===== config.mk =====
export PLATFORM = sky130hd
export DESIGN_NAME = brsc_top
export DESIGN_NICKNAME = d
export VERILOG_FILES = /design/src/verilog/brsc_pkg.sv /design/src/verilog/brsc_wait_sel.sv /design/src/verilog/brsc_top.sv
export VERILOG_INCLUDE_DIRS = /design/src /design/src/verilog
export SDC_FILE = /design/constraint.sdc
export NUM_CORES = 1
export LEC_CHECK = 0
export ABC_CLOCK_PERIOD_IN_PS = 1600
export BUFFER_PORTS_ARGS = -buffer_cell sky130_fd_sc_hd__buf_4
export CAP_MARGIN = 10
export CORE_MARGIN = 4
export CORE_UTILIZATION = 30
export CTS_CLUSTER_SIZE = 30
export DETAILED_ROUTE_END_ITERATION = 10
export PLACE_DENSITY = 0.63
export SLEW_MARGIN = 20
export SYNTH_ARGS = -nofsm -noshare
export SYNTH_HDL_FRONTEND = slang
export SYNTH_HIERARCHICAL = 1
export SYNTH_SLANG_ARGS = --single-unit

===== constraint.sdc =====
create_clock -name ref_clk -period 1.6 [get_ports ref_clk]
set_input_delay 0.08 -clock ref_clk [delete_from_list [all_inputs] [get_ports ref_clk]]
set_output_delay 0.08 -clock ref_clk [all_outputs]
set_load 0.05 [all_outputs]

===== src/verilog/brsc_defs.svh =====
// Offset, field positions and reset values of the boot ROM select control register
`ifndef BRSC_DEFS_SVH
`define BRSC_DEFS_SVH

// Register offset inside the configuration region
`define BRSC_CTL_OFFSET 12'h050

// Field positions
`define BRSC_LOC_BIT 12
`define BRSC_WIDTH_HI 11
`define BRSC_WIDTH_LO 10
`define BRSC_MODE_BIT 9
`define BRSC_SUB_HI 5
`define BRSC_SUB_LO 4
`define BRSC_FIRST_HI 2
`define BRSC_FIRST_LO 0

// Reset values
`define BRSC_MODE_RST 1'h0
`define BRSC_SUB_RST 2'h3
`define BRSC_FIRST_RST 3'h7
`define BRSC_LOC_RST 1'h0
`define BRSC_WIDTH_RST 2'h0

`endif


===== src/verilog/brsc_pkg.sv =====
// Types shared by the boot ROM select control block
package brsc_pkg;

	// Decoded boot device width
	typedef enum logic [1:0] {
		BRSC_W8,
		BRSC_W16,
		BRSC_W32
	} brsc_width_type;

	// Whole state of the control block
	typedef struct packed {
		logic pg_prev;
		logic loc;
		logic gp;
		logic [1:0] width;
		brsc_width_type width_dec;
		logic mode;
		logic [1:0] sub_dly;
		logic [2:0] first_dly;
		logic [15:0] rdata;
		logic ack;
		logic [2:0] wait_states;
		logic wait_valid;
	} brsc_state_type;

	// Width field to device width
	function automatic brsc_width_type brsc_decode_width(input logic [1:0] field);
		if (field == 2'h0) begin
			return BRSC_W8;
		end else if (field == 2'h1) begin
			return BRSC_W16;
		end else begin
			return BRSC_W32;
		end
	endfunction

endpackage


===== src/verilog/brsc_wait_sel.sv =====
// Wait state selector for one boot ROM access
`timescale 1ns/100ps

module brsc_wait_sel (
	input wire logic page_mode,
	input wire logic first_access,
	input wire logic [1:0] sub_dly,
	input wire logic [2:0] first_dly,
	output logic [2:0] wait_states
);

	// Subsequent delay only for later page accesses
	always_comb begin
		if (page_mode && !first_access) begin
			wait_states = {1'h0, sub_dly};
		end else begin
			wait_states = first_dly;
		end
	end

endmodule


===== src/verilog/brsc_top.sv =====
// Boot ROM select control register with strap capture and wait selection
`timescale 1ns/100ps
`include "brsc_defs.svh"

module brsc_top (
	input wire logic ref_clk,
	input wire logic nrst,
	// Straps and power good
	input wire logic power_good_input,
	input wire logic location_strap_pin,
	input wire logic width_strap_high,
	input wire logic width_strap_low,
	// Register port
	input wire logic cfg_sel,
	input wire logic cfg_write,
	input wire logic [11:0] cfg_addr,
	input wire logic [1:0] cfg_be,
	input wire logic [15:0] cfg_wdata,
	output logic [15:0] cfg_rdata,
	output logic cfg_ack,
	// Settings toward the ROM sequencer
	output logic boot_on_sdram,
	output logic boot_on_gp,
	output brsc_pkg::brsc_width_type boot_width,
	output logic page_mode,
	output logic [1:0] subsequent_delay_field,
	output logic [2:0] first_delay_field,
	// Per access wait state lookup
	input wire logic access_req,
	input wire logic access_first,
	output logic [2:0] wait_states,
	output logic wait_valid
);

	////////////////////////////////////////////////////////////////////////
	// State and next state

	brsc_pkg::brsc_state_type st; // Registered state
	brsc_pkg::brsc_state_type next_st; // Next state
	logic pg_rise; // Power good just asserted
	logic hit; // Access addresses this register
	logic [2:0] sel_waits; // Wait count for current access

	assign pg_rise = power_good_input && !st.pg_prev;
	assign hit = cfg_sel && (cfg_addr == `BRSC_CTL_OFFSET);

	// Wait state choice
	brsc_wait_sel u_wait_sel (
		.page_mode(st.mode),
		.first_access(access_first),
		.sub_dly(st.sub_dly),
		.first_dly(st.first_dly),
		.wait_states(sel_waits)
	);

	////////////////////////////////////////////////////////////////////////
	// Next state logic

	// Strap capture, register writes, reads and wait lookup
	always_comb begin
		next_st = st;
		next_st.pg_prev = power_good_input;
		next_st.ack = cfg_sel;
		next_st.wait_valid = access_req;
		// Straps latched only at power good rising
		if (pg_rise) begin
			next_st.loc = location_strap_pin;
			next_st.gp = !location_strap_pin;
			next_st.width = {width_strap_high, width_strap_low};
			next_st.width_dec = brsc_pkg::brsc_decode_width({width_strap_high, width_strap_low});
		end
		// Writes touch mode and delays only
		if (hit && cfg_write) begin
			if (cfg_be[1]) begin
				next_st.mode = cfg_wdata[`BRSC_MODE_BIT];
			end
			if (cfg_be[0]) begin
				next_st.sub_dly = cfg_wdata[`BRSC_SUB_HI:`BRSC_SUB_LO];
				next_st.first_dly = cfg_wdata[`BRSC_FIRST_HI:`BRSC_FIRST_LO];
			end
			// Location and width have no write path
		end
		// Read data, reserved bits zero
		if (hit && !cfg_write) begin
			next_st.rdata = 16'h0000;
			next_st.rdata[`BRSC_LOC_BIT] = st.loc;
			next_st.rdata[`BRSC_WIDTH_HI:`BRSC_WIDTH_LO] = st.width;
			next_st.rdata[`BRSC_MODE_BIT] = st.mode;
			next_st.rdata[`BRSC_SUB_HI:`BRSC_SUB_LO] = st.sub_dly;
			next_st.rdata[`BRSC_FIRST_HI:`BRSC_FIRST_LO] = st.first_dly;
		end else if (cfg_sel) begin
			// Unmapped address or write reads zero
			next_st.rdata = 16'h0000;
		end
		// Wait count for the requested access
		if (access_req) begin
			next_st.wait_states = sel_waits;
		end
	end

	////////////////////////////////////////////////////////////////////////
	// State register

	// Reset loads constants only
	always_ff @(posedge ref_clk or negedge nrst) begin
		if (!nrst) begin
			st.pg_prev <= 1'h0;
			st.loc <= `BRSC_LOC_RST;
			st.gp <= ~`BRSC_LOC_RST;
			st.width <= `BRSC_WIDTH_RST;
			st.width_dec <= brsc_pkg::BRSC_W8;
			st.mode <= `BRSC_MODE_RST;
			st.sub_dly <= `BRSC_SUB_RST;
			st.first_dly <= `BRSC_FIRST_RST;
			st.rdata <= 16'h0000;
			st.ack <= 1'h0;
			st.wait_states <= 3'h0;
			st.wait_valid <= 1'h0;
		end else begin
			st <= next_st;
		end
	end

	////////////////////////////////////////////////////////////////////////
	// Outputs, all straight from the state register

	assign cfg_rdata = st.rdata;
	assign cfg_ack = st.ack;
	assign boot_on_sdram = st.loc;
	assign boot_on_gp = st.gp;
	assign boot_width = st.width_dec;
	assign page_mode = st.mode;
	assign subsequent_delay_field = st.sub_dly;
	assign first_delay_field = st.first_dly;
	assign wait_states = st.wait_states;
	assign wait_valid = st.wait_valid;
endmodule


==> results_dict.tcl, run 1 <==
set metrics [dict create \
    run_status "complete, no violations" \
    fin_area_sq_um 1790 \
    setup_viol 0 \
    grt_pass1_wl_mm 4.97 \
    drt.antenna.violating_nets 0 \
    grt_usage_pct 10.5 \
    place_area_sq_um 1710 \
    drt-vias-per-instance 4.57 \
    drt-wirelength-per-cell_um 14.0 \
    cellPowerDensity_nw_per_um2 750 \
    clock_latency_ps 260 \
    holdPathEnd "subsequent_delay_field[1]$_DFFE_PN1P_" \
    grt_pass1_vias 1020 \
    grt-ovfl-total 0 \
    startpoint_type "input pin" \
    numCtsBuffers 3 \
    synth_cell_type_count 25 \
    required_ps 1800 \
    async_flop_share_pct 100 \
    routabilityCongestion 0.700 \
    grt_max_degree 28 \
    cts_tree "done" \
    io_buffer_count 53 \
    crit_arrival_ps 1540 \
    ios 71 \
    fmax_mhz 744 \
    rsz0062_at_grt "false" \
    max_cap_viol_count 0 \
    min-delay-start "cfg_wdata[5]" \
    final_core_util_pct 40.4 \
    crit_type "in -> reg" \
    cts_root_buffer "clkbuf_8" \
    die_x_um 76.3 \
    drt_iter0_drc 53 \
    wl_mm 3.02 \
    intPower_uw 986 \
    syn-cell-area_sq_um 1400 \
    final_max_slew_viol_count 0 \
    fin_crit_sh_pct 84.0 \
    path_max_fanout 5 \
    finClkSkew_ps 0.992 \
    nNetsFinal 204 \
    synth_cells 122 \
    n_fill_cell 442 \
    antenna_cells 0 \
    clock-sinks 27 \
    hp-class "in -> reg" \
    cp-end-kind "flip-flop" \
    clk_transition_reported_paths_ps 90 \
    die_h_um 76.3 \
    num_vias 983 \
    hold_path_depth 2 \
    rr_startpoint "page_mode$_DFFE_PN0P_" \
    yosysSeqAreaShare_pct 48.8 \
    fin_crit_ps 1340 \
    finalHoldViolCount 0 \
    synth_edf_count 0 \
    yosys_register_bits 27 \
    tightest_slew_ps 663 \
    rows 24 \
    die_area_sq_um 5820 \
    instances_no_fill 215 \
    r2r_setup_slack_ps 360 \
    seq_power_share_pct 53.6 \
    timing.slew.headroom_pct 55.7 \
    cts_resized 0 \
    ys.flop_type "dfrtp_1" \
    areaGrowthSynthToFinish_pct 28.2 \
    antenna_found_initial 0 \
    layout-drive-gt1-share_pct 53.4 \
    dp.cells 207 \
    coreArea_sq_um 4440 \
    leakagePower_nw 0.850 \
    htree_levels 1 \
    syn_avg_cell_area_sq_um 11.5 \
    yosys_warnings 6 \
    pwr-share-clk_pct 27.5 \
    place_hpwl_mm 2.41 \
    drt_pass1_iterations 4 \
    p_comb_share_pct 18.9 \
    swShare_pct 26.7 \
    clk_path_buf_depth 2 \
    switching_power_uw 359 \
    drc 0 \
    r2r_end "wait_states[1]$_DFFE_PN0P_" \
    start_util_pct 31.5 \
    r2r_cells 3 \
    worst_hold_slack_ps 46.7 \
    peakVddDrop_mv 0.325 \
]
==> worst max path at each step <==
stage,to,start,cells past startpoint
after floorplan,first_delay_field[0]$_DFFE_PN1P_,cfg_addr[11],3
after global placement,first_delay_field[1]$_DFFE_PN1P_,cfg_addr[3],5
after detailed placement,first_delay_field[1]$_DFFE_PN1P_,cfg_addr[3],5
after CTS,first_delay_field[1]$_DFFE_PN1P_,cfg_addr[3],5
after global routing,first_delay_field[1]$_DFFE_PN1P_,cfg_addr[3],5
final,first_delay_field[1]$_DFFE_PN1P_,cfg_addr[3],5
==> critical path, stage by stage <==
cell    delay, ps
buf_4         110
or4b_1        600
nor4_4        230
buf_4         180
mux2_2        340
==> cell usage after synthesis, types with 2 or more instances <==
cell	count	share of area [%]
buf_4	26	14
clkbuf_1	4	1.1
dfrtp_1	21	38
dfstp_2	6	11
inv_1	9	2.4
mux2_2	11	8.8
mux2_4	2	2.1
nand2_1	6	1.6
nand2b_1	2	0.89
nand4b_1	11	6.9
o21ai_0	2	0.71
o22ai_1	9	4.0
==> power by group through the flow <==
stage / sequential, mW / clock, mW / combinational (mW)
floorplan: 0.766 / 0 / 0.125
global placement: 0.734 / 0 / 0.243
detailed placement: 0.735 / 0 / 0.249
CTS: 0.722 / 0.380 / 0.257
global route: 0.724 / 0.412 / 0.272
finish: 0.721 / 0.370 / 0.254
==> final cells by class <==
type,count,area (sq um),share of cell area (%)
Sequential cell,27,683,38.1
Multi-Input combinational cell,61,492,27.4
Timing Repair Buffer,62,475,26.5
Tap cell,52,65.1,3.63
Clock buffer,4,45.0,2.51
Inverter,9,33.8,1.88
==> layout by cell type (no fill, tap or decap), types with 3 or more instances in the layout <==
cell,n
inv_1,9
conb_1,7
clkbuf_8,3
nand2_1,6
o22ai_1,9
nand4b_1,11
dlygate4sd3_1,4
buf_4,58
mux2_2,11
dfstp_2,6
dfrtp_1,21
==> routing by layer <==
metal / up-vias / global-route usage [%] / wire, um
li1: 468 / - / -
met1: 476 / 12.2 / 1200
met2: 37 / 19.4 / 1650
met3: 2 / 0.827 / 141
met4: 0 / 4.89 / 36
met5: - / 0 / 0
==> flip-flops by register name, summed over array words and instances, names as in the netlist <==
signal                  cells
cfg_ack                     1
page_mode                   1
boot_on_gp                  1
boot_width                  2
wait_states                 3
wait_valid                  1
boot_on_sdram               1
st                          3
cfg_rdata                   9
subsequent_delay_field      2
first_delay_field           3
==> cell families after synthesis <==
family                 after synthesis  synth area share [%]
AOI/OAI and AO/OA                   11                  4.74
buffers and inverters               40                  17.7
DFF                                 27                  48.8
muxes                               13                  11.0
other                                1                 0.268
and+or+nand+nor                     30                  17.5
==> timing repair <==
item,CTS,global route
hold endpoints to repair,29,0
setup buffers,0,0
hold buffers,4,0
==> through the flow <==
step,setup TNS [ps],setup WS [ps],power (mW)
2_1_floorplan,0,135,0.891
3_3_place_gp,-126,-26.4,0.977
3_5_place_dp,-189,-46.2,0.983
4_1_cts,0,236,1.36
5_1_grt,0,207,1.41
6_report,0,256,1.35
(Power assumes the default switching activity.)
==> run 2, diff against run 1 <==
--- a/config.mk
+++ b/config.mk
@@ -6,7 +6,7 @@
 export SDC_FILE = /design/constraint.sdc
 export NUM_CORES = 1
 export LEC_CHECK = 0
-export ABC_CLOCK_PERIOD_IN_PS = 1600
+export ABC_CLOCK_PERIOD_IN_PS = 1370
 export BUFFER_PORTS_ARGS = -buffer_cell sky130_fd_sc_hd__buf_4
 export CAP_MARGIN = 10
 export CORE_MARGIN = 4
==> constraint.sdc (replaced) <==
create_clock -name ref_clk -period 1.37 [get_ports ref_clk]
set_input_delay 0.0685 -clock ref_clk [delete_from_list [all_inputs] [get_ports ref_clk]]
set_output_delay 0.0685 -clock ref_clk [all_outputs]
set_load 0.05 [all_outputs]
==> run 2 against run 1 <==
Worst hold slack got worse by 8.6 ps. Sequential power grew 17%. Clock skew grew 9.1 ps. Register-to-register slack got worse by 250 ps. Combinational power is 19% higher. Global-route usage about the same. Sequential cell count unchanged. Cell count up 0.93%. Non-clock buffer count increased by 2. Routed wire length up 0.50%. Clock power rose by 17%. Critical path type unchanged.
==> results_dict.tcl, run 2 (same netlist as run 1, synthesis figures left out) <==
set metrics [dict create \
    grtUsageMet1_pct 12.5 \
    max_cap_viol_count 0 \
    postCtsSetupBuffers 0 \
    dp.cells 209 \
    cellPowerDensity_nw_per_um2 870 \
    start_util_pct 31.5 \
    nNetsFinal 206 \
    tns_ps 0 \
    num_vias 972 \
    required_ps 1560 \
    crit_type "in -> reg" \
    critPathMaxStageDelay_ps 550 \
    cts_tree "done" \
    setup_viol 0 \
    routabilityCongestion 0.752 \
    coreArea_sq_um 4440 \
    areaGrowthSynthToFinish_pct 29.7 \
    peakVddDrop_mv 0.366 \
    die_x_um 76.3 \
    die_area_sq_um 5820 \
    crit_slowest_cell "or4_4" \
    fin_crit_sh_pct 95.2 \
    htree_levels 1 \
    final_max_slew_viol_count 0 \
    cts_root_buffer "clkbuf_8" \
    grt-busiest-layer "met2" \
    finClkSkew_ps 10.1 \
    io_buffer_count 53 \
    antenna_cells 0 \
    die_h_um 76.3 \
    crit_family "simple AND/OR/NAND/NOR gates" \
    finalHoldViolCount 0 \
    final_common_cell "buf_4" \
    path_max_fanout 5 \
    cts_resized 0 \
    cp_common_cell "buf_4" \
    cts.hold.buffers_added 4 \
    cp-end-kind "flip-flop" \
    instances_no_fill 217 \
    grt_util_met2_pct 18.3 \
    grt-ovfl-total 0 \
    grt_max_degree 28 \
    drt.antenna.violating_nets 0 \
    layout-drive-gt1-share_pct 55.8 \
    hp-class "in -> reg" \
    fin_crit_ps 1300 \
    clock_latency_ps 270 \
    cp_cell_sequence "buf_4 -> or4_4 -> nor4_4 -> buf_4 -> mux2_2" \
    clk_transition_reported_paths_ps 90 \
    met3_usage_pct 1.65 \
    run_status "complete, no violations" \
    p_total_mw 1.58 \
    numCtsBuffers 3 \
    cp_num_buf_inv 2 \
    clk_path_buf_depth 2 \
    drc 0 \
    largest_register_ffs 9 \
    crit_arrival_ps 1500 \
    grt_pass1_vias 1014 \
    startpoint_type "input pin" \
    drt-vias-per-instance 4.48 \
    drt-wirelength-per-cell_um 14.0 \
    drt_pass1_iterations 4 \
    wl_mm 3.03 \
    antenna_found_initial 0 \
    rows 24 \
    leakagePower_nw 0.862 \
    grt_usage_pct 10.5 \
    drt_iter0_drc 47 \
    clock-sinks 27 \
    grt_pass1_wl_mm 4.94 \
    ios 71 \
    rsz0062_at_grt "false" \
    mostFrequentLayoutCells "buf_4 (60), dfrtp_1 (20), mux2_2 (11), nand4b_1 (11)" \
    fmax_mhz 767 \
]
## run 2: cell count changes in the layout (fill, tap and decap cells not counted), sizes merged
cell / delta
clkbuf: -1
buf: +2
clkinv: +1
## run 2: layout make-up
type / instances / area, sq um
fillers: 432 / 2630
inverters: 9 / 33.8
flip-flops and latches: 27 / 684
clock inverters: 1 / 5.00
repair buffers: 64 / 490
clock buffers: 3 / 41.3
multi-input cells: 61 / 495
well taps: 52 / 65.1
## run 2: stage by stage
stage	worst slack (ps)	util [%]	area (sq um)	hold slack, ps
2_1_floorplan	-63.3	-	1430	-227
3_3_place_gp	-190	38.9	1730	-11.0
3_5_place_dp	-233	38.9	1730	-6.55
4_1_cts	52.9	40.9	1820	40.2
5_1_grt	38.0	40.9	1820	35.0
6_report	65.6	40.9	1820	38.1
## run 2: worst paths after layout
kind,from,slack [ps],to,cells past startpoint
setup / recovery,cfg_addr[11],70,first_delay_field[0]$_DFFE_PN1P_,5
hold reg to reg,boot_width[1]$_DFFE_PN0P_,480,boot_width[1]$_DFFE_PN0P_,2
min in group asynchronous,nrst,230,cfg_rdata[5]$_DFFE_PN0P_,2
setup reg to reg,page_mode$_DFFE_PN0P_,110,wait_states[1]$_DFFE_PN0P_,3
hold / removal,cfg_wdata[9],40,page_mode$_DFFE_PN0P_,2
max in group asynchronous,nrst,840,subsequent_delay_field[0]$_DFFE_PN1P_,2
## run 2: report_power, final
group          internal [mW]  switching [mW]
clock network          0.203           0.231
registers              0.827          0.0154
logic                  0.121           0.181
## run 2: routing by layer
metal,share of wire [%],wire (um)
met1,39,1170
met2,53,1600
met3,7.2,219
met5,0,0
met4,1.2,36
==> run 3, diff against run 2 <==
--- a/config.mk
+++ b/config.mk
@@ -6,7 +6,7 @@
 export SDC_FILE = /design/constraint.sdc
 export NUM_CORES = 1
 export LEC_CHECK = 0
-export ABC_CLOCK_PERIOD_IN_PS = 1370
+export ABC_CLOCK_PERIOD_IN_PS = 1210
 export BUFFER_PORTS_ARGS = -buffer_cell sky130_fd_sc_hd__buf_4
 export CAP_MARGIN = 10
 export CORE_MARGIN = 4
@@ -14,6 +14,7 @@
 export CTS_CLUSTER_SIZE = 30
 export DETAILED_ROUTE_END_ITERATION = 10
 export PLACE_DENSITY = 0.63
+export REMOVE_ABC_BUFFERS = 1
 export SLEW_MARGIN = 20
 export SYNTH_ARGS = -nofsm -noshare
 export SYNTH_HDL_FRONTEND = slang
==> constraint.sdc (replaced) <==
create_clock -name ref_clk -period 1.21 [get_ports ref_clk]
set_input_delay 0.0605 -clock ref_clk [delete_from_list [all_inputs] [get_ports ref_clk]]
set_output_delay 0.0605 -clock ref_clk [all_outputs]
set_load 0.05 [all_outputs]
==> run 3 against run 2 <==
The flow now finishes with violations (negative setup slack). Sequential cell count is the same. Setup slack got worse by 110 ps. Clock skew fell by 5.6 ps. First-iteration DRC count fell by 11%. Sequential power is 13% higher. Combinational power increased by 17%. Via count rose by 3.2%. Global-route usage up 0.90 points. Routed wire length rose by 6.8%. Worst hold slack got worse by 22 ps. Clock power is 13% higher. Power is 14% higher. Largest cell class unchanged. Largest power group unchanged.
==> results_dict.tcl, run 3 (same netlist as run 1, synthesis figures left out) <==
set metrics [dict create \
    hp-class "in -> reg" \
    io_buffer_count 53 \
    drt_pass1_iterations 4 \
    drt-vias-per-instance 4.60 \
    fmax_mhz 795 \
    drc 0 \
    die_h_um 76.3 \
    nNetsFinal 207 \
    crit_arrival_ps 1460 \
    clk_transition_reported_paths_ps 90 \
    coreArea_sq_um 4440 \
    violations "negative setup slack" \
    r2r_cells 3 \
    final_max_slew_viol_count 0 \
    layout-drive-gt1-share_pct 56.0 \
    die_area_sq_um 5820 \
    num_vias 1003 \
    setup_slack_ps -47.3 \
    r2r_end "wait_states[1]$_DFFE_PN0P_" \
    mostFrequentLayoutCells "buf_4 (56), dfrtp_1 (21), nand4b_1 (11), inv_1 (9), o22ai_1 (9)" \
    grt_max_degree 28 \
    start_util_pct 31.5 \
    setup_viol 6 \
    path_max_fanout 5 \
    fin_crit_ps 1260 \
    finClkSkew_ps 4.50 \
    grtUsageMet1_pct 13.7 \
    ios 71 \
    rsz0062_at_grt "true" \
    die_x_um 76.3 \
    cellPowerDensity_nw_per_um2 961 \
    seq_power_share_pct 53.0 \
    largest_register_ffs 9 \
    drt_iter0_drc 42 \
    numCtsBuffers 3 \
    place_hpwl_mm 2.57 \
    clock_latency_ps 270 \
    preCtsSetupSlack_ps -485 \
    grt-ovfl-total 0 \
    cts_root_buffer "clkbuf_8" \
    fin_crit_sh_pct 104 \
    tns_ps -221 \
    r2r_setup_slack_ps 40 \
    p_comb_share_pct 19.7 \
    wl_mm 3.24 \
    max_cap_viol_count 0 \
    grt_pass1_wl_mm 5.37 \
    rr_startpoint "page_mode$_DFFE_PN0P_" \
    swShare_pct 26.9 \
    pwr-share-clk_pct 27.3 \
    rows 24 \
    cts_tree "done" \
    finalHoldViolCount 0 \
    met3_usage_pct 1.89 \
    cp-end-kind "flip-flop" \
    crit_start "cfg_addr[5]" \
    final_core_util_pct 42.1 \
    intPower_mw 1.32 \
    clk_path_buf_depth 2 \
    critPathCapture "first_delay_field[2]$_DFFE_PN1P_" \
    drt-wirelength-per-cell_um 14.9 \
    switching_power_uw 484 \
    startpoint_type "input pin" \
    required_ps 1410 \
    grt_pass1_vias 1088 \
    fin_area_sq_um 1870 \
    run_status "complete, but fails checks" \
    peakVddDrop_mv 0.351 \
    crit_type "in -> reg" \
    grt-busiest-layer "met2" \
    antenna_cells 0 \
    final_common_cell "buf_4" \
    leakagePower_nw 0.881 \
    areaGrowthSynthToFinish_pct 33.8 \
    grt_util_met2_pct 19.7 \
    grt_usage_pct 11.4 \
    place_area_sq_um 1720 \
    drt.antenna.violating_nets 0 \
    htree_levels 1 \
    p_total_mw 1.80 \
    antenna_found_initial 0 \
    routabilityCongestion 0.712 \
    clock-sinks 27 \
]
==> run 3: changes by cell type in the layout (fill, tap and decap cells not counted) <==
cell      delta
dfrtp_1      +1
dfrtp_2      -1
mux2_4       +6
clkinv_2     -1
mux2_2       -6
nor4_1       -1
or3b_4       +1
buf_6        +5
nand2b_1     -1
nor4_2       +1
clkbuf_1     +1
buf_4        -4
or3b_2       -1
nand2b_2     +1
==> run 3: cell type report <==
class	instances	area, sq um
Inverter	9	33.8
Multi-Input combinational cell	61	529
Sequential cell	27	683
Tap cell	52	65.1
Fill cell	441	2570
Clock buffer	4	45.0
Timing Repair Buffer	65	517
==> run 3: critical path: stages <==
cell,delay (ps)
buf_6,90
or4b_4,550
nor4_4,270
buf_6,170
mux2_4,310
==> run 3: power by group through the flow <==
stage | combinational [mW] | clock [mW] | sequential, mW
6_report | 0.354 | 0.492 | 0.954
5_1_grt | 0.377 | 0.544 | 0.958
4_1_cts | 0.352 | 0.513 | 0.954
3_5_place_dp | 0.336 | 0 | 0.971
3_3_place_gp | 0.329 | 0 | 0.969
2_1_floorplan | 0.0978 | 0 | 1.04
==> run 3: worst min-delay path by stage <==
stage / end / start / slack, ps / depth (start not counted)
floorplan: boot_on_sdram$_DFFE_PN0P_ / nrst / -240 / 0
global placement: cfg_ack$_DFF_PN0_ / nrst / -20 / 1
detailed placement: boot_on_sdram$_DFFE_PN0P_ / nrst / -8 / 1
CTS: subsequent_delay_field[1]$_DFFE_PN1P_ / cfg_wdata[5] / 10 / 2
global route: subsequent_delay_field[1]$_DFFE_PN1P_ / cfg_wdata[5] / 20 / 2
finish: subsequent_delay_field[1]$_DFFE_PN1P_ / cfg_wdata[5] / 20 / 2
==> run 3: routing by layer <==
metal | vias up | wire (um)
li1 | 476 | -
met1 | 478 | 1330
met2 | 42 | 1650
met3 | 7 | 185
met4 | 0 | 81
met5 | - | 0
==> run 3: what timing repair did <==
item	CTS	global route
pin swaps	2	2
gates resized for setup	10	5
setup endpoints to repair	6	9
hold buffers	4	0
endpoints found under the hold margin	30	0
gates cloned	0	0
setup buffers	1	0
==> run 3: metrics by stage <==
step | instances | hold slack (ps)
CTS | 218 | 13.7
global route | 218 | 19.0
floorplan | 97 | -235
detailed placement | 209 | -8.38
finish | 218 | 15.6
global placement | 209 | -19.4
